File: src/encoder_od_pkg.sv
// shared constants for the encoder diagnostic object dictionary slice
package encoder_od_pkg;

	// object dictionary indices
	localparam logic [15:0] IDX_OPERATING_TIME = 16'h6508;
	localparam logic [15:0] IDX_PRESET_OFFSET_VALUE = 16'h6509;
	localparam logic [15:0] IDX_MODULE_POSITION_LIMITS = 16'h650A;
	localparam logic [15:0] IDX_SERIAL_NUMBER = 16'h650B;
	localparam logic [15:0] IDX_IDENTITY = 16'h1018;

	// subindices
	localparam logic [7:0] SUB_ZERO = 8'h00;
	localparam logic [7:0] SUB_MFR_OFFSET = 8'h01;
	localparam logic [7:0] SUB_MFR_MIN = 8'h02;
	localparam logic [7:0] SUB_MFR_MAX = 8'h03;
	localparam logic [7:0] SUB_IDENTITY_SERIAL = 8'h04;

	// fixed and reset values
	localparam logic [31:0] OPERATING_TIME_VALUE = 32'h0FFF_FFFF;
	localparam logic [31:0] MODULE_HIGHEST_SUB = 32'h0000_0003;
	localparam logic [31:0] PRESET_OFFSET_RESET = 32'h0000_0000;
	localparam logic [6:0] NODE_NUMBER_RESET = 7'h00;
	localparam logic [3:0] BAUD_SEL_RESET = 4'h0;

	// access abort codes returned with a refused request
	localparam logic [31:0] ABORT_WRITE_READ_ONLY = 32'h0601_0002;
	localparam logic [31:0] ABORT_READ_WRITE_ONLY = 32'h0601_0001;
	localparam logic [31:0] ABORT_NO_OBJECT = 32'h0602_0000;
	localparam logic [31:0] ABORT_NO_SUBINDEX = 32'h0609_0011;
	localparam logic [31:0] ABORT_NONE = 32'h0000_0000;

	// function codes used to build identifiers
	localparam logic [3:0] FC_BOOTUP = 4'hE;
	localparam logic [3:0] FC_SDO_TX = 4'hB;

	// access classes of an entry
	typedef enum logic [1:0] {
		ACC_NONE,
		ACC_RO,
		ACC_WO,
		ACC_RW
	} access_t;

endpackage

File: src/pin_sync.sv
// two flip-flop synchroniser for pin inputs
`timescale 1ns/1ps
module pin_sync #(
	parameter int WIDTH = 1
) (
	input wire logic clk_sys,
	input wire logic rst,
	input wire logic [WIDTH-1:0] pin_in,
	output logic [WIDTH-1:0] pin_out
);

	logic [WIDTH-1:0] stage1_reg;
	logic [WIDTH-1:0] stage1_next;
	logic [WIDTH-1:0] stage2_reg;
	logic [WIDTH-1:0] stage2_next;

	always_comb begin
		stage1_next = pin_in;
		stage2_next = stage1_reg;
	end

	// keeps sampling through reset so the pins are settled when reset ends
	always_ff @(posedge clk_sys) begin
		stage1_reg <= stage1_next;
		stage2_reg <= stage2_next;
	end

	assign pin_out = stage2_reg;

endmodule // pin_sync

File: src/settings_latch.sv
// holds node number and baud selection until an apply event
`timescale 1ns/1ps
module settings_latch (
	input wire logic clk_sys,
	input wire logic rst,
	input wire logic [6:0] node_sel_in,
	input wire logic [3:0] baud_sel_in,
	input wire logic apply,
	output logic [6:0] node_number,
	output logic [3:0] baud_sel,
	output logic applied
);

	logic pend_reg;
	logic pend_next;
	logic [6:0] node_reg;
	logic [6:0] node_next;
	logic [3:0] baud_reg;
	logic [3:0] baud_next;
	logic applied_reg;
	logic applied_next;

	// the pins are taken one cycle after reset release or on apply
	always_comb begin
		pend_next = 1'b0;
		node_next = node_reg;
		baud_next = baud_reg;
		applied_next = 1'b0;
		if (pend_reg || apply) begin
			node_next = node_sel_in;
			baud_next = baud_sel_in;
			applied_next = 1'b1;
		end
	end

	always_ff @(posedge clk_sys) begin
		if (rst) begin
			pend_reg <= 1'b1;
			node_reg <= encoder_od_pkg::NODE_NUMBER_RESET;
			baud_reg <= encoder_od_pkg::BAUD_SEL_RESET;
			applied_reg <= 1'b0;
		end else begin
			pend_reg <= pend_next;
			node_reg <= node_next;
			baud_reg <= baud_next;
			applied_reg <= applied_next;
		end
	end

	assign node_number = node_reg;
	assign baud_sel = baud_reg;
	assign applied = applied_reg;

endmodule // settings_latch

File: src/encoder_od_diagnostic_objects.sv
// diagnostic object dictionary entries and node-level boot behaviour
`timescale 1ns/1ps
module encoder_od_diagnostic_objects #(
	// arbitrary neutral serial number
	parameter logic [31:0] SERIAL_NUMBER = 32'h0000_0001,
	parameter logic [31:0] MFR_OFFSET = 32'h0000_0000,
	parameter logic [31:0] MFR_MIN_POSITION = 32'h0000_0000,
	parameter logic [31:0] MFR_MAX_POSITION = 32'h0000_FFFF
) (
	input wire logic clk_sys,
	input wire logic rst,
	input wire logic sdo_req_valid,
	input wire logic sdo_req_write,
	input wire logic [15:0] sdo_req_index,
	input wire logic [7:0] sdo_req_subindex,
	output logic sdo_rsp_valid,
	output logic [31:0] sdo_rsp_data,
	output logic sdo_rsp_abort,
	output logic [31:0] sdo_rsp_abort_code,
	output logic [10:0] sdo_rsp_cob_id,
	input wire logic preset_offset_load,
	input wire logic [31:0] preset_offset_in,
	input wire logic [6:0] node_switch_pins,
	input wire logic [3:0] baud_switch_pins,
	input wire logic nmt_reset_cmd,
	input wire logic store_params_cmd,
	input wire logic bus_rate_ok,
	output logic bootup_tx_req,
	output logic [10:0] bootup_cob_id,
	input wire logic bootup_tx_ack,
	input wire logic limit_enable_cmd,
	input wire logic [1:0] limit_bits_in,
	output logic [1:0] limit_bits_out,
	output logic [6:0] node_number,
	output logic [3:0] baud_sel
);

	typedef enum {
		BOOT_INIT,
		BOOT_WAIT_RATE,
		BOOT_SEND,
		BOOT_RUN
	} boot_state_t;

	// identifier from function code and node; lower value wins arbitration
	function automatic logic [10:0] cob_id(input logic [3:0] fc, input logic [6:0] node);
		cob_id = {fc, node};
	endfunction

	// access class of an entry, none when it does not exist here
	function automatic encoder_od_pkg::access_t entry_access(input logic [15:0] idx,
		input logic [7:0] sub);
		entry_access = encoder_od_pkg::ACC_NONE;
		if ((idx == encoder_od_pkg::IDX_OPERATING_TIME ||
			idx == encoder_od_pkg::IDX_PRESET_OFFSET_VALUE ||
			idx == encoder_od_pkg::IDX_SERIAL_NUMBER) && sub == encoder_od_pkg::SUB_ZERO) begin
			entry_access = encoder_od_pkg::ACC_RO;
		end else if (idx == encoder_od_pkg::IDX_MODULE_POSITION_LIMITS &&
			sub <= encoder_od_pkg::SUB_MFR_MAX) begin
			entry_access = encoder_od_pkg::ACC_RO;
		end else if (idx == encoder_od_pkg::IDX_IDENTITY &&
			sub == encoder_od_pkg::SUB_IDENTITY_SERIAL) begin
			entry_access = encoder_od_pkg::ACC_RO;
		end
	endfunction

	function automatic logic index_known(input logic [15:0] idx);
		index_known = (idx == encoder_od_pkg::IDX_OPERATING_TIME) ||
			(idx == encoder_od_pkg::IDX_PRESET_OFFSET_VALUE) ||
			(idx == encoder_od_pkg::IDX_MODULE_POSITION_LIMITS) ||
			(idx == encoder_od_pkg::IDX_SERIAL_NUMBER) ||
			(idx == encoder_od_pkg::IDX_IDENTITY);
	endfunction

	logic [6:0] node_sync;
	logic [3:0] baud_sync;
	logic [6:0] node_cur;
	logic [3:0] baud_cur;
	logic settings_applied;
	logic apply_settings;

	pin_sync #(
		.WIDTH(7)
	) u_node_sync (
		.clk_sys(clk_sys),
		.rst(rst),
		.pin_in(node_switch_pins),
		.pin_out(node_sync)
	);

	pin_sync #(
		.WIDTH(4)
	) u_baud_sync (
		.clk_sys(clk_sys),
		.rst(rst),
		.pin_in(baud_switch_pins),
		.pin_out(baud_sync)
	);

	assign apply_settings = nmt_reset_cmd || store_params_cmd;

	settings_latch u_settings (
		.clk_sys(clk_sys),
		.rst(rst),
		.node_sel_in(node_sync),
		.baud_sel_in(baud_sync),
		.apply(apply_settings),
		.node_number(node_cur),
		.baud_sel(baud_cur),
		.applied(settings_applied)
	);

	// stored entries and answer
	logic [31:0] offset_reg;
	logic [31:0] offset_next;
	logic rsp_valid_reg;
	logic rsp_valid_next;
	logic [31:0] rsp_data_reg;
	logic [31:0] rsp_data_next;
	logic rsp_abort_reg;
	logic rsp_abort_next;
	logic [31:0] rsp_code_reg;
	logic [31:0] rsp_code_next;
	logic [10:0] rsp_cob_reg;
	logic [10:0] rsp_cob_next;
	encoder_od_pkg::access_t acc;

	always_comb begin
		offset_next = offset_reg;
		if (preset_offset_load) begin
			offset_next = preset_offset_in;
		end
		acc = entry_access(sdo_req_index, sdo_req_subindex);
		rsp_valid_next = sdo_req_valid;
		rsp_data_next = 32'h0000_0000;
		rsp_abort_next = 1'b0;
		rsp_code_next = encoder_od_pkg::ABORT_NONE;
		rsp_cob_next = cob_id(encoder_od_pkg::FC_SDO_TX, node_cur);
		if (sdo_req_valid) begin
			if (acc == encoder_od_pkg::ACC_NONE) begin
				rsp_abort_next = 1'b1;
				if (index_known(sdo_req_index)) begin
					rsp_code_next = encoder_od_pkg::ABORT_NO_SUBINDEX;
				end else begin
					rsp_code_next = encoder_od_pkg::ABORT_NO_OBJECT;
				end
			end else if (sdo_req_write && acc == encoder_od_pkg::ACC_RO) begin
				rsp_abort_next = 1'b1;
				rsp_code_next = encoder_od_pkg::ABORT_WRITE_READ_ONLY;
			end else if (!sdo_req_write && acc == encoder_od_pkg::ACC_WO) begin
				rsp_abort_next = 1'b1;
				rsp_code_next = encoder_od_pkg::ABORT_READ_WRITE_ONLY;
			end else if (sdo_req_index == encoder_od_pkg::IDX_OPERATING_TIME) begin
				rsp_data_next = encoder_od_pkg::OPERATING_TIME_VALUE;
			end else if (sdo_req_index == encoder_od_pkg::IDX_PRESET_OFFSET_VALUE) begin
				rsp_data_next = offset_reg;
			end else if (sdo_req_index == encoder_od_pkg::IDX_MODULE_POSITION_LIMITS) begin
				if (sdo_req_subindex == encoder_od_pkg::SUB_ZERO) begin
					rsp_data_next = encoder_od_pkg::MODULE_HIGHEST_SUB;
				end else if (sdo_req_subindex == encoder_od_pkg::SUB_MFR_OFFSET) begin
					rsp_data_next = MFR_OFFSET;
				end else if (sdo_req_subindex == encoder_od_pkg::SUB_MFR_MIN) begin
					rsp_data_next = MFR_MIN_POSITION;
				end else begin
					rsp_data_next = MFR_MAX_POSITION;
				end
			end else begin
				rsp_data_next = SERIAL_NUMBER;
			end
		end
	end

	always_ff @(posedge clk_sys) begin
		if (rst) begin
			offset_reg <= encoder_od_pkg::PRESET_OFFSET_RESET;
			rsp_valid_reg <= 1'b0;
			rsp_data_reg <= 32'h0000_0000;
			rsp_abort_reg <= 1'b0;
			rsp_code_reg <= encoder_od_pkg::ABORT_NONE;
			rsp_cob_reg <= 11'h000;
		end else begin
			offset_reg <= offset_next;
			rsp_valid_reg <= rsp_valid_next;
			rsp_data_reg <= rsp_data_next;
			rsp_abort_reg <= rsp_abort_next;
			rsp_code_reg <= rsp_code_next;
			rsp_cob_reg <= rsp_cob_next;
		end
	end

	// boot-up sequence
	boot_state_t boot_reg;
	boot_state_t boot_next;
	logic boot_req_reg;
	logic boot_req_next;
	logic [10:0] boot_cob_reg;
	logic [10:0] boot_cob_next;

	always_comb begin
		boot_next = boot_reg;
		boot_req_next = 1'b0;
		boot_cob_next = boot_cob_reg;
		case (boot_reg)
			BOOT_INIT: begin
				if (settings_applied) begin
					boot_next = BOOT_WAIT_RATE;
				end
			end
			BOOT_WAIT_RATE: begin
				if (bus_rate_ok) begin
					boot_next = BOOT_SEND;
					boot_req_next = 1'b1;
					boot_cob_next = cob_id(encoder_od_pkg::FC_BOOTUP, node_cur);
				end
			end
			BOOT_SEND: begin
				boot_req_next = 1'b1;
				if (bootup_tx_ack) begin
					boot_next = BOOT_RUN;
					boot_req_next = 1'b0;
				end
			end
			BOOT_RUN: begin
				boot_next = BOOT_RUN;
			end
			default: begin
				boot_next = BOOT_INIT;
			end
		endcase
		// a network reset restarts the whole sequence
		if (nmt_reset_cmd) begin
			boot_next = BOOT_INIT;
			boot_req_next = 1'b0;
		end
	end

	always_ff @(posedge clk_sys) begin
		if (rst) begin
			boot_reg <= BOOT_INIT;
			boot_req_reg <= 1'b0;
			boot_cob_reg <= 11'h000;
		end else begin
			boot_reg <= boot_next;
			boot_req_reg <= boot_req_next;
			boot_cob_reg <= boot_cob_next;
		end
	end

	// limit switch gating
	logic limit_en_reg;
	logic limit_en_next;
	logic [1:0] limit_out_reg;
	logic [1:0] limit_out_next;
	logic [6:0] node_out_reg;
	logic [3:0] baud_out_reg;

	always_comb begin
		limit_en_next = limit_en_reg || limit_enable_cmd;
		limit_out_next = limit_en_reg ? limit_bits_in : 2'b00;
	end

	always_ff @(posedge clk_sys) begin
		if (rst) begin
			limit_en_reg <= 1'b0;
			limit_out_reg <= 2'b00;
			node_out_reg <= encoder_od_pkg::NODE_NUMBER_RESET;
			baud_out_reg <= encoder_od_pkg::BAUD_SEL_RESET;
		end else begin
			limit_en_reg <= limit_en_next;
			limit_out_reg <= limit_out_next;
			node_out_reg <= node_cur;
			baud_out_reg <= baud_cur;
		end
	end

	assign sdo_rsp_valid = rsp_valid_reg;
	assign sdo_rsp_data = rsp_data_reg;
	assign sdo_rsp_abort = rsp_abort_reg;
	assign sdo_rsp_abort_code = rsp_code_reg;
	assign sdo_rsp_cob_id = rsp_cob_reg;
	assign bootup_tx_req = boot_req_reg;
	assign bootup_cob_id = boot_cob_reg;
	assign limit_bits_out = limit_out_reg;
	assign node_number = node_out_reg;
	assign baud_sel = baud_out_reg;

endmodule // encoder_od_diagnostic_objects

File: config.mk
export PLATFORM = sky130hd
export DESIGN_NAME = encoder_od_diagnostic_objects
export DESIGN_NICKNAME = d
export VERILOG_FILES = /design/src/encoder_od_pkg.sv /design/src/pin_sync.sv /design/src/settings_latch.sv /design/src/encoder_od_diagnostic_objects.sv
export SDC_FILE = /design/constraint.sdc
export NUM_CORES = 1
export LEC_CHECK = 0
export BUFFER_PORTS_ARGS = -buffer_cell sky130_fd_sc_hd__buf_4
export CAP_MARGIN = 10
export CORE_MARGIN = 2
export CORE_UTILIZATION = 35
export CTS_BUF_LIST = sky130_fd_sc_hd__clkbuf_2 sky130_fd_sc_hd__clkbuf_4 sky130_fd_sc_hd__clkbuf_8
export CTS_CLUSTER_SIZE = 24
export DETAILED_ROUTE_END_ITERATION = 8
export GPL_TIMING_DRIVEN = 0
export PLACE_DENSITY = 0.73
export SLEW_MARGIN = 25
export SYNTH_ARGS = -nofsm -noshare
export SYNTH_HDL_FRONTEND = slang
export SYNTH_SLANG_ARGS = --single-unit
export TNS_END_PERCENT = 1
File: constraint.sdc
create_clock -name clk_sys -period 2 [get_ports clk_sys]
set_clock_uncertainty 0.15 [all_clocks]
set_input_delay 0.2 -clock clk_sys [delete_from_list [all_inputs] [get_ports clk_sys]]
set_output_delay 0.2 -clock clk_sys [all_outputs]
set_load 0.01 [all_outputs]
======== After elaboration in Yosys (flattened, before gate mapping) ========
Index checks and enable logic that the tools add are counted.
word-level totals
  input port bits ......................... 79
  word-level logic and storage cells ...... 91
  output and inout bits ................... 102
  register bits ........................... 192
cells by class
  reduce and logical (&&, ||, !) cells .... 24
  bitwise logic cells ..................... 2
  eq/ne operators ......................... 16
  multiplexer cells ....................... 26
  order comparisons ....................... 1
operators by type and width
  cell                  number
  $mux 32               6
  $pmux 32 s4           1
  $eq 16x15->1 const B  4
  $eq 32x2->1 const B   2
  $mux 27               2
  $mux 16               3
  $eq 32x1->1 const B   1
  $logic_not 32->1      1
  $mux 28               1
  $mux 20               1
  $eq 16x13->1 const B  1
  $mux 11               1
  $mux 1                10
  $eq 8x1->1 const B    1
  $eq 8x2->1 const B    1
  $eq 8x3->1 const B    1
  $le 8x2->1 const B    1
  $logic_not 8->1       1
  $logic_or 1x1->1      8
  $reduce_or 2->1       3
  $reduce_or 6->1       1
  $logic_and 1x1->1     5
  $reduce_or 5->1       1
  $ne 2x2->1 const B    2
  other kinds (9)       10

======== Depth between registers and ports, before layout ========
Gate-level depths: netlist of run 1.
  depth after elaboration ................. 10
  depth in mapped cells ................... 7
  depth with buffers taken out ............ 6

======== By module ========
A second synthesis of run 1 with hierarchy kept.
second synthesis, totals
  cells, all modules ...................... 460
  area, all modules ....................... 4814.6 um^2
by module, submodules not included
  module                         sequential area each (um^2)  times used  cells each  area each (um^2)
  encoder_od_diagnostic_objects  1921.8                       1           385         3872.5
  settings_latch                 260.2                        1           53          501.7
  pin_sync (u_node_sync)         280.3                        1           14          280.3
  pin_sync (u_baud_sync)         160.2                        1           8           160.2

======== Least setup slack after synthesis of run 1 ========
No wires, ideal clock.
  path kind ............................... input port to flip-flop
  from .................................... input sdo_req_index[15]
  to ...................................... register rsp_data_reg[23] (netlist: sdo_rsp_data[23])
  setup time .............................. 0.103 ns
  path slack .............................. 0.202 ns
  data required time ...................... 1.747 ns
  data arrival time ....................... 1.544 ns
  buffers on the path ..................... 2
  cell stages on the path ................. 6
  cells stage by stage .................... nor4_1 nand2_1 o32a_1 buf_6 buf_6 a2111oi_2
between the ends
  longest elaborated chain between the ends .. 8
  elaborated cells between the ends (all ways) .. 21
  classes of those cells .................. 7 x eq/ne; 5 x mux; 9 x reduce/logical
ends and longest elaborated chain
  what                                                   line                                                                        text
  start, declared                                        encoder_od_diagnostic_objects.sv:14                                         input wire logic [15:0] sdo_req_index,
  $eq 16x13->1, or another cell as far along             encoder_od_diagnostic_objects.sv:61                                         end else if (idx == encoder_od_pkg::IDX_IDENTITY &&
  $logic_and 1x1->1 or $logic_or 1x1->1 (tied branches)  encoder_od_diagnostic_objects.sv:61, encoder_od_diagnostic_objects.sv:54
  $mux 1 or $logic_or 1x1->1 (tied branches)             encoder_od_diagnostic_objects.sv:61, encoder_od_diagnostic_objects.sv:55
  $mux 1 or $logic_and 1x1->1 (tied branches)            encoder_od_diagnostic_objects.sv:58, encoder_od_diagnostic_objects.sv:56
  $mux 1                                                 encoder_od_diagnostic_objects.sv:54                                         if ((idx == encoder_od_pkg::IDX_OPERATING_TIME ||
  $eq 2x1->1 or $eq 2x2->1 (tied branches)               encoder_od_diagnostic_objects.sv:147, encoder_od_diagnostic_objects.sv:150
  $logic_and 1x1->1 (on tied branches)                   encoder_od_diagnostic_objects.sv:147, encoder_od_diagnostic_objects.sv:150
  $reduce_or 5->1 (no line)                              -
  end signal, assigned                                   encoder_od_diagnostic_objects.sv:184                                        rsp_data_reg <= rsp_data_next;
  end, declared                                          encoder_od_diagnostic_objects.sv:118                                        logic [31:0] rsp_data_reg;
Parallel ways exist; a longest one is shown, timed or not.
A chain may end at the register's enable or synchronous reset.

======== Worst setup path after layout of run 1 ========
  from .................................... register boot_reg[1]
  to ...................................... register boot_reg[1]
between the ends
  longest elaborated chain between the ends .. 3
  elaborated cells between the ends (all ways) .. 9
  classes of those cells .................. 6 x eq/ne; 1 x mux; 2 x reduce/logical
ends and longest elaborated chain
  what                                                line                                  text
  start, declared                                     encoder_od_diagnostic_objects.sv:192  boot_state_t boot_reg;
  start signal, assigned                              encoder_od_diagnostic_objects.sv:243  boot_reg <= boot_next;
  $eq 32x2->1, or another cell as far along           encoder_od_diagnostic_objects.sv:203  case (boot_reg)
  $ne 2x2->1 (no line) or $ne 2x1->1 (tied branches)  -
  $reduce_and 3->1 (no line)                          -
Parallel ways exist; a longest one is shown, timed or not.

==> results of run 1 <==
worst max-delay path by stage:
stage                       end  slack [ns]  depth (start not counted)
2_1_floorplan  sdo_rsp_data[23]        0.20                          6
3_3_place_gp   sdo_rsp_data[15]       -0.19                          7
3_5_place_dp   sdo_rsp_data[11]       -0.26                          7
4_1_cts         sdo_rsp_data[8]        0.17                          7
5_1_grt        sdo_rsp_data[12]        0.05                          7
6_report            boot_reg[1]        0.20                          7
report_power, final:
| group | internal, mW | total (mW) | switching (mW) |
|---|---|---|---|
| Combinational | 0.350 | 0.608 | 0.259 |
| Sequential | 2.72 | 2.76 | 0.0479 |
| Clock | 1.77 | 2.75 | 0.983 |
routing by layer:
layer,vias up,routed length [um],share of wire [%]
li1,1927,-,-
met1,1784,4990,41
met2,107,6340,52
met3,20,529,4.4
met4,0,259,2.1
met5,-,0,0
worst register-to-register path: cells and delay by family, from the launching register on:
family          cells  cell delay (ns)
fa+ha+maj           1             0.15
flops               1             0.32
compound gates      1             0.24
simple gates        1             0.13
buf+inv             3             0.56
mux                 1             0.20
logic make-up after synthesis:
family / Yosys count
AOI/OAI and AO/OA: 55
buffers and inverters: 86
xor gates and xnor gates: 1
adders and majority gates: 3
muxes: 33
other: 1
and+or+nand+nor: 124
DFF: 131
area by class of cell:
| class | count | area (sq um) | area share, % |
|---|---|---|---|
| plain buffers | 70 | 448 | 6.24 |
| flip-flops and latches | 131 | 2620 | 36.5 |
| clock buffers | 24 | 305 | 4.25 |
| multi-input cells | 242 | 1650 | 22.9 |
| repair buffers | 206 | 1680 | 23.4 |
| clock inverters | 8 | 196 | 2.74 |
| inverters | 16 | 60.1 | 0.837 |
| well taps | 176 | 220 | 3.07 |
through the flow:
| stage | power, mW | worst slack (ns) | cell area (sq um) |
|---|---|---|---|
| floorplan | 3.09 | 0.202 | 4770 |
| global placement | 3.32 | -0.194 | 6140 |
| detailed placement | 3.34 | -0.259 | 6140 |
| CTS | 6.18 | 0.166 | 7170 |
| global route | 6.36 | 0.0496 | 7180 |
| finish | 6.13 | 0.198 | 7180 |
synthesized netlist by cell type, types with 4 or more instances:
cell type  number  area share, %
dfxtp_1       131             56
mux2i_1        33            7.1
clkbuf_1       17            1.4
nor2_1         40            3.2
a211oi_1       15            2.4
nand3_1        22            2.4
nand2_1        16            1.3
buf_1           4           0.32
inv_1          16            1.3
a2111oi_2       5            1.6
nand3b_1        4           0.64
a2111oi_0       6            1.1
nor2b_1        14            1.9
o22a_1         11            2.1
buf_4          42            6.7
nor4b_2         6            1.9
a21oi_1        10            1.1
timing repair:
| action | 4_1_cts | 5_1_grt |
|---|---|---|
| resized for setup | 0 | 1 |
| buffers inserted | 0 | 0 |
| hold buffers | 53 | 0 |
| endpoints found under the setup margin | 0 | 5 |
| endpoints found under the hold margin | 56 | 0 |
==> results by group, run 1 <==
Clock network
  • H-tree depth: 4
  • CTS Sinks: ~130
  • Clk_lat worst skew: 0.43 ns
  • Root buffer cell: clkbuf_8
  • CTS clk-pin slew, worst paths: 0.07 ns
  • Max Root-Sink Buffers: 2
  • CTS tree: done
  • CTS Buf Count: 17

Critical path
  • Top cell by count, worst path: inv_1
  • Slowest CP cell: clkbuf_1
  • CP endpoint kind: flip-flop
  • CP Buf/Inv Count: 3
  • Reg-to-Reg End: boot_reg[1]
  • FF-to-FF path depth: 7
  • Critical-path maximum fanout: 10
  • Family with the most delay on the worst path: buffers and inverters
  • Arr. time, crit path: 2.03 ns
  • Startpoint types: flip-flop
  • Critical Path RT: 2.23 ns
  • Slowest cell delay on critical path: 0.35 ns
  • Crit path from: boot_reg[1]
  • CP Class: reg2reg
  • Worst reg-to-reg setup slack: about 0.20 ns
  • CP Cell Sequence: inv_1 -> ha_1 -> clkbuf_1 -> inv_1 -> o211ai_1 -> mux2i_1 -> and2_1
  • Reg2reg start: boot_reg[1]

Cells and area
  • Fin nets: 766
  • Layout cells sized above 1: 35.7%
  • Commonest non-fill, non-tap cells in the layout: 195 x buf_4, 131 x dfxtp_1, 53 x dlygate4sd3_1
  • Area grow syn2layout: 53.5%
  • ANT cells: 0
  • Cell Count, Final, Fillers Out: 873
  • Fillcell total: 1139
  • Core Util, Final: a little over half
  • Commonest non-fill, non-tap cell in the layout: buf_4

Placed design
  • Dpl cells: just under 800
  • Detail Placement HPWL: 8660 um
  • Port buffer count: approximately 150
  • Gpl congestion: 0.817

Route
  • Post-DR wirelength/cell: 13.9 um
  • Vias after detailed routing: 3838
  • Post-route ant nets: 0
  • Post-route DRC: 0
  • Vias/cell: 4.40
  • DRT Pass-1 Iters: 4
  • Post-Route WL: 12100 um
  • Initial detailed-routing violation count: between 200 and 250

Floorplan
  • Die Y: between 100 and 150 um
  • Starting Density: 35.6%
  • Std-Cell Rows: between 40 and 50
  • Die ar.: 14300 sq um
  • Die width: 120 um
  • Core area: 13100 sq um
  • I/O pins: between 150 and 200

Power
  • Cell leakage power: around 3.2 nW
  • Pwr Density: 853 nW/um^2
  • Max VDD drop: 484 uV

Min path
  • WHS Endpoint: sdo_rsp_abort_code[17]
  • HP Start: sdo_req_index[10]
  • Hold/Removal Path Class: in2reg
  • WHS Path Cells: 5

Timing
  • Final Hold Viols: 0
  • Worst rel slew slack: 50.3%
  • Worst-margin pin slew: about 0.74 ns
  • Final Setup Violations: 0
  • Setup tns final: 0 ns
  • Pins Over Slew Limit: 0
  • Maximum clock rate: approximately 550 MHz
  • RSZ-0062 raised after global routing: false
  • Period utilisation layout: 90.1%
  • Final min period: 1.80 ns
  • Hold slack: 0.0370 ns

Synth
  • Yosys warning total: 0
  • Ys flop type: dfxtp_1
  • Syn Area/Cell: 10.8 sq um
  • Synthesized cell area: 4680 sq um
  • Synth Instances: approximately 430
  • Async SR Flop Fraction: 0%
  • Post-Synth Adder-Cell Area: 0.803%
  • Register bit count reported by yosys: approximately 130
  • Simple-gate portion of the synthesized area: 14.9%
  • Post-synth EDFFs: 0
  • Sequential area share after synthesis: 56.1%
  • Compound-cell area share of the yosys netlist: approximately a tenth
  • Xor and xnor fraction of the mapped netlist area: less than 1%
  • Mux cell area share after synthesis: 7.06%
  • Largest family of logic cells by synthesized area: simple AND/OR/NAND/NOR gates
  • Synth cell types: 41

GRT
  • GR Util All Layers: 17.1%
  • Global-route wire length before repair: between 15000 and 20000 um
  • Largest net degree at the start of global routing: 17
  • Vias in the first global route: 3835
  • M2 GR Usage: 30.0%
  • Top Usage Layer GRT: met2
  • Met3 usage: under 10%
  • Initial antenna violation count: 0
  • Met1 Usage GRT: approximately a fifth
  • GRT overflow: 0

Run status
  • Outcome: finished, final reports clean

Flow run
  • Max-Cap Viols: 0
Power figures use the tool's default switching activity.
==> inputs of run 2 (changes only) <==
--- a/config.mk
+++ b/config.mk
@@ -6,14 +6,14 @@
 export NUM_CORES = 1
 export LEC_CHECK = 0
 export BUFFER_PORTS_ARGS = -buffer_cell sky130_fd_sc_hd__buf_4
-export CAP_MARGIN = 10
+export CORE_ASPECT_RATIO = 1.5
 export CORE_MARGIN = 2
 export CORE_UTILIZATION = 35
 export CTS_BUF_LIST = sky130_fd_sc_hd__clkbuf_2 sky130_fd_sc_hd__clkbuf_4 sky130_fd_sc_hd__clkbuf_8
 export CTS_CLUSTER_SIZE = 24
 export DETAILED_ROUTE_END_ITERATION = 8
 export GPL_TIMING_DRIVEN = 0
-export PLACE_DENSITY = 0.73
+export PLACE_DENSITY = 0.64
 export SLEW_MARGIN = 25
 export SYNTH_ARGS = -nofsm -noshare
 export SYNTH_HDL_FRONTEND = slang
==> run 2 against run 1 <==
Register-to-register slack is essentially flat. Sequential share of layout area up 0.76 points. Via count is 0.42% lower. Power is 9.3% lower. Critical path type unchanged. Largest power group unchanged. Highest routed layer unchanged.
==> results by group, run 2 (same netlist as run 1, synthesis figures left out) <==
Timing
  • Setup tns final: 0 ns
  • Period utilisation layout: 90.0%
  • Pins Over Slew Limit: 0
  • Final min period: 1.80 ns
  • Worst-margin pin slew: 0.732 ns
  • RSZ-0062 raised after global routing: false
  • Final Setup Violations: 0
  • Worst rel slew slack: roughly half
  • Maximum clock rate: 555 MHz
  • Final Hold Viols: 0

Floorplan
  • Die Y: 146 um
  • Starting Density: 35.9%
  • Std-Cell Rows: 51
  • Core area: 13000 sq um
  • I/O pins: around 180
  • Die ar.: 14300 sq um
  • Die width: about 98 um

Route
  • Vias/cell: between 4 and 5
  • Post-route DRC: 0
  • Vias after detailed routing: approximately 3.8k
  • Initial detailed-routing violation count: 99
  • Post-DR wirelength/cell: 13.9 um
  • DRT Pass-1 Iters: 4
  • Post-Route WL: 11900 um
  • Post-route ant nets: 0

Critical path
  • Crit path from: boot_reg[1]
  • Worst reg-to-reg setup slack: ~0.20 ns
  • Crit path capture: boot_reg[1]
  • CP endpoint kind: flip-flop
  • CP Class: reg2reg
  • Arr. time, crit path: between 2 and 2.5 ns
  • Critical Path RT: 2.22 ns
  • FF-to-FF path depth: 7
  • Startpoint types: flip-flop
  • Reg-to-Reg End: boot_reg[1]
  • Reg2reg start: boot_reg[1]
  • Critical-path maximum fanout: 10

GRT
  • Initial antenna violation count: 0
  • GR Util All Layers: 16.4%
  • Global-route wire length before repair: 18700 um
  • Vias in the first global route: 3801
  • Largest net degree at the start of global routing: 17
  • GRT overflow: 0
  • M2 GR Usage: 30.0%
  • Top Usage Layer GRT: met2
  • Met3 usage: 3.31%
  • Met1 Usage GRT: 17.8%

Flow run
  • Max-Cap Viols: 0

Cells and area
  • Layout cells sized above 1: 35.7%
  • Core Util, Final: 54.0%
  • ANT cells: 0
  • Commonest non-fill, non-tap cells in the layout: 195 x buf_4, 131 x dfxtp_1, 51 x dlygate4sd3_1
  • Area grow syn2layout: 50.3%
  • Fin nets: 764
  • Commonest non-fill, non-tap cell in the layout: buf_4

Run status
  • Outcome: finished, final reports clean

Clock network
  • CTS clk-pin slew, worst paths: 0.08 ns
  • Clk_lat worst skew: 0.42 ns
  • CTS Sinks: 131
  • CTS tree: done
  • CTS Buf Count: 17
  • CTS resizes: 0
  • H-tree depth: 4
  • Max Root-Sink Buffers: 2
  • Root buffer cell: clkbuf_8

Placed design
  • Gpl congestion: slightly below 0.8
  • Detail Placement HPWL: between 8000 and 9000 um
  • Port buffer count: 153

Power
  • Max VDD drop: between 300 and 400 uV
  • Cell leakage power: approximately 3.1 nW
  • Pwr Density: between 700 and 800 nW/um^2

Min path
  • Hold/Removal Path Class: in2reg
-- run 2: worst min-delay path by stage --
| stage | cells after the start | slack [ns] | to | start |
|---|---|---|---|---|
| final | 3 | 0.03 | bootup_tx_req | bootup_tx_ack |
| after floorplan | 0 | 0.08 | u_baud_sync.stage1_reg[0] | baud_switch_pins[0] |
| after global routing | 3 | 0.04 | sdo_rsp_data[16] | sdo_req_index[1] |
| after detailed placement | 1 | 0.16 | u_node_sync.stage1_reg[5] | node_switch_pins[5] |
| after CTS | 3 | 0.003 | bootup_tx_req | bootup_tx_ack |
| after global placement | 1 | 0.15 | u_baud_sync.stage1_reg[3] | baud_switch_pins[3] |
-- run 2: report_power, final --
group          internal [mW]  switching, mW
combinational          0.346          0.251
sequential              2.72         0.0474
clock                   1.21          0.986
total                   4.27           1.28
-- run 2: layer usage --
layer / share of wire, % / up-vias
li1: - / 1921
met1: 38 / 1733
met2: 53 / 142
met3: 5.4 / 26
met4: 3.1 / 0
met5: 0 / -
-- run 2: worst max-delay path, cell delays in order, from the launching register on --
cell	delay (ns)
dfxtp_1	0.32
inv_1	0.10
ha_1	0.15
clkbuf_1	0.36
inv_1	0.14
o211ai_1	0.23
mux2i_1	0.19
and2_1	0.12
-- run 2: area by class of cell --
| class | count | area [sq um] |
|---|---|---|
| tap | 159 | 199 |
| timing repair buffer | 204 | 1660 |
| clock inverter | 11 | 126 |
| multi-input combinational | 242 | 1640 |
| buffer | 70 | 448 |
| fill | 1190 | 5990 |
| sequential | 131 | 2620 |
| inverter | 16 | 60.1 |
| clock buffer | 21 | 277 |
-- run 2: metrics by stage --
step	hold slack [ns]	std cells	instance area, sq um	setup WS, ns	power, mW
after floorplan	0.0777	459	4770	0.202	3.09
after global placement	0.155	771	6120	-0.131	3.33
after detailed placement	0.156	771	6120	-0.164	3.34
after CTS	0.00271	854	7030	0.212	5.62
after global routing	0.0359	854	7030	0.0257	5.79
final	0.0276	854	7030	0.200	5.55
-- run 2: timing repair --
action                                 4_1_cts  5_1_grt
endpoints found under the hold margin       56        0
setup buffers                                0        0
hold buffers                                51        0
==> inputs of run 3 (changes only) <==
--- a/config.mk
+++ b/config.mk
@@ -13,9 +13,10 @@
 export CTS_CLUSTER_SIZE = 24
 export DETAILED_ROUTE_END_ITERATION = 8
 export GPL_TIMING_DRIVEN = 0
-export PLACE_DENSITY = 0.64
+export PLACE_DENSITY = 0.63
 export SLEW_MARGIN = 25
 export SYNTH_ARGS = -nofsm -noshare
 export SYNTH_HDL_FRONTEND = slang
+export SYNTH_HIERARCHICAL = 1
 export SYNTH_SLANG_ARGS = --single-unit
 export TNS_END_PERCENT = 1
==> run 3 against run 2 <==
First-iteration DRC count up 38%. Count of clock-buffer cells in the layout is 3 lower. Critical path depth unchanged. Clock power about the same. Sequential power barely moved. Flip-flop and latch count is the same. Wire length up 4.9%.
==> results by group, run 3 <==
Critical path
  • Top cell by count, worst path: inv_1
  • Critical-path maximum fanout: 10
  • CP Cell Sequence: inv_1 -> ha_1 -> clkbuf_1 -> inv_1 -> o211ai_1 -> mux2i_1 -> and2_1
  • Startpoint types: flip-flop
  • Slowest cell delay on critical path: 0.32 ns
  • Slowest CP cell: dfxtp_1
  • Reg2reg start: boot_reg[1]
  • FF-to-FF path depth: 7
  • CP endpoint kind: flip-flop
  • Worst reg-to-reg setup slack: 0.21 ns
  • Critical Path RT: 2.21 ns
  • Reg-to-Reg End: boot_reg[1]
  • Arr. time, crit path: 2.00 ns
  • CP Class: reg2reg

Route
  • Vias after detailed routing: slightly above 4k
  • Post-Route WL: about 12000 um
  • Vias/cell: 4.56
  • Post-route DRC: 0
  • Post-route ant nets: 0
  • Post-DR wirelength/cell: 14.0 um
  • Initial detailed-routing violation count: 137
  • DRT Pass-1 Iters: 4

Clock network
  • Root buffer cell: clkbuf_8
  • Cts-stage hold buffer count: 54
  • Max Root-Sink Buffers: 2
  • CTS clk-pin slew, worst paths: roughly 0.080 ns
  • CTS Buf Count: 17
  • Clk_lat worst skew: 0.42 ns
  • CTS resizes: 0
  • Setup bufs post-CTS: 0
  • H-tree depth: 4
  • CTS tree: done
  • CTS Sinks: 131

Timing
  • RSZ-0062 raised after global routing: false
  • Pins Over Slew Limit: 0
  • Worst rel slew slack: 45.0%
  • Maximum clock rate: between 500 and 600 MHz
  • Final Hold Viols: 0
  • Setup tns final: 0 ns
  • Period utilisation layout: 89.3%
  • Final Setup Violations: 0
  • Setup ws final: 0.214 ns
  • Worst-margin pin slew: 0.825 ns
  • Final min period: 1.79 ns

GRT
  • Largest net degree at the start of global routing: 17
  • GR Util All Layers: approximately 17%
  • Vias in the first global route: 4191
  • GRT overflow: 0
  • Initial antenna violation count: 0
  • Global-route wire length before repair: 19800 um

Synth
  • Post-synth EDFFs: 0
  • Ys flop type: dfxtp_1
  • Synthesized cell area: ~4800 sq um
  • Synth cell types: 43
  • Synth Instances: 460
  • Async SR Flop Fraction: 0%
  • Synth top area cells: dfxtp_1 54%, mux2i_1 6.9%, buf_4 6.5%
  • Sequential area share after synthesis: 54.5%
  • Share of the synthesized area in the top cell type: a little over half
  • Yosys warning total: 6
  • Register bit count reported by yosys: 131
  • Most frequent cells after synthesis: 131 x dfxtp_1, 42 x buf_4, 42 x nor2_1, 33 x mux2i_1, 24 x nand3_1
  • Dominant cell type by area after synthesis: dfxtp_1
  • Syn Area/Cell: 10.5 sq um
  • Top-count cell post-synth: dfxtp_1

Floorplan
  • I/O pins: 181
  • Die ar.: 14700 sq um
  • Std-Cell Rows: 52
  • Core area: 13500 sq um
  • Die width: 99.8 um
  • Starting Density: 35.7%
  • Die Y: between 100 and 150 um

Min path
  • WHS Path Cells: 3
  • Hold/Removal Path Class: in2reg
  • WHS Endpoint: offset_reg[12]
  • HP Start: preset_offset_load

Run status
  • Outcome: finished, final reports clean

Placed design
  • Pre-CTS WS: -0.215 ns
  • Port buffer count: 153
  • Detail Placement HPWL: 9120 um
  • Gpl congestion: around 0.81

Cells and area
  • Commonest non-fill, non-tap cells in the layout: 195 x buf_4, 131 x dfxtp_1, 54 x dlygate4sd3_1
  • Layout cells sized above 1: 34.3%
  • Fin nets: 793
  • Commonest non-fill, non-tap cell in the layout: buf_4
  • ANT cells: 0
  • Fillcell total: 1219
  • Area grow syn2layout: 49.3%

Power
  • Max VDD drop: around 470 uV
  • Cell leakage power: 3.16 nW
  • Pwr Density: 766 nW/um^2

Flow run
  • Max-Cap Viols: 0
-- run 3: report_power, final --
group	internal, mW	switching (mW)	total (mW)
Sequential	2.71	0.0464	2.75
Clock	1.05	1.10	2.16
Combinational	0.338	0.258	0.596
-- run 3: kinds of logic (layout without fill, tap and decap cells) --
| logic type | Yosys count | after routing | share of synthesized area [%] |
|---|---|---|---|
| adder cells (fa/ha/maj) | 3 | 3 | 0.780 |
| buffers and inverters | 89 | 328 | 10.9 |
| AND/OR/NAND/NOR | 136 | 136 | 16.6 |
| multiplexers | 33 | 33 | 6.86 |
| AO/OA/AOI/OAI | 66 | 66 | 10.1 |
| other | 1 | 26 | 0.0779 |
| flip-flops | 131 | 131 | 54.5 |
| XOR/XNOR | 1 | 1 | 0.182 |
-- run 3: worst max-delay path: cells and delay by family (launching register included) --
kind / cells / cell delay, ns
simple gates: 1 / 0.15
compound gates: 1 / 0.24
buf+inv: 3 / 0.52
flops: 1 / 0.32
mux: 1 / 0.21
fa+ha+maj: 1 / 0.15
-- run 3: how the worst max path moves through the flow --
| stage | to | start | slack (ns) |
|---|---|---|---|
| 2_1_floorplan | sdo_rsp_data[22] | sdo_req_index[7] | 0.21 |
| 3_3_place_gp | sdo_rsp_data[9] | sdo_req_index[7] | -0.16 |
| 3_5_place_dp | sdo_rsp_data[11] | sdo_req_index[7] | -0.21 |
| 4_1_cts | sdo_rsp_data[11] | sdo_req_index[7] | 0.25 |
| 5_1_grt | sdo_rsp_data[14] | sdo_req_index[7] | 0.06 |
| 6_report | boot_reg[1] | boot_reg[1] | 0.21 |
-- run 3: layout make-up --
class	instances	area, sq um	area share, %
Clock inverter	14	141	1.97
Timing Repair Buffer	207	1690	23.5
Clock buffer	18	248	3.45
Buffer	72	460	6.40
Multi-Input combinational cell	265	1760	24.5
Sequential cell	131	2620	36.5
Inverter	17	63.8	0.888
Tap cell	162	203	2.82
-- run 3: layer usage --
metal / up-vias / global-route usage (%) / routed length, um
li1: 2018 / - / -
met1: 1868 / 17.7 / 4580
met2: 140 / 32.4 / 6930
met3: 10 / 5.11 / 741
met4: 0 / 6.71 / 192
met5: - / 0 / 0
-- run 3: stage by stage --
stage	utilization [%]	area (sq um)	power, mW	hold slack (ns)	std cells
6_report	53.4	7190	5.50	0.0426	886
5_1_grt	53.4	7190	5.75	0.0426	886
4_1_cts	53.4	7190	5.57	0.0000546	886
3_3_place_gp	46.5	6260	3.31	0.155	800
2_1_floorplan	-	4910	3.08	0.0777	485
3_5_place_dp	46.5	6260	3.32	0.156	800
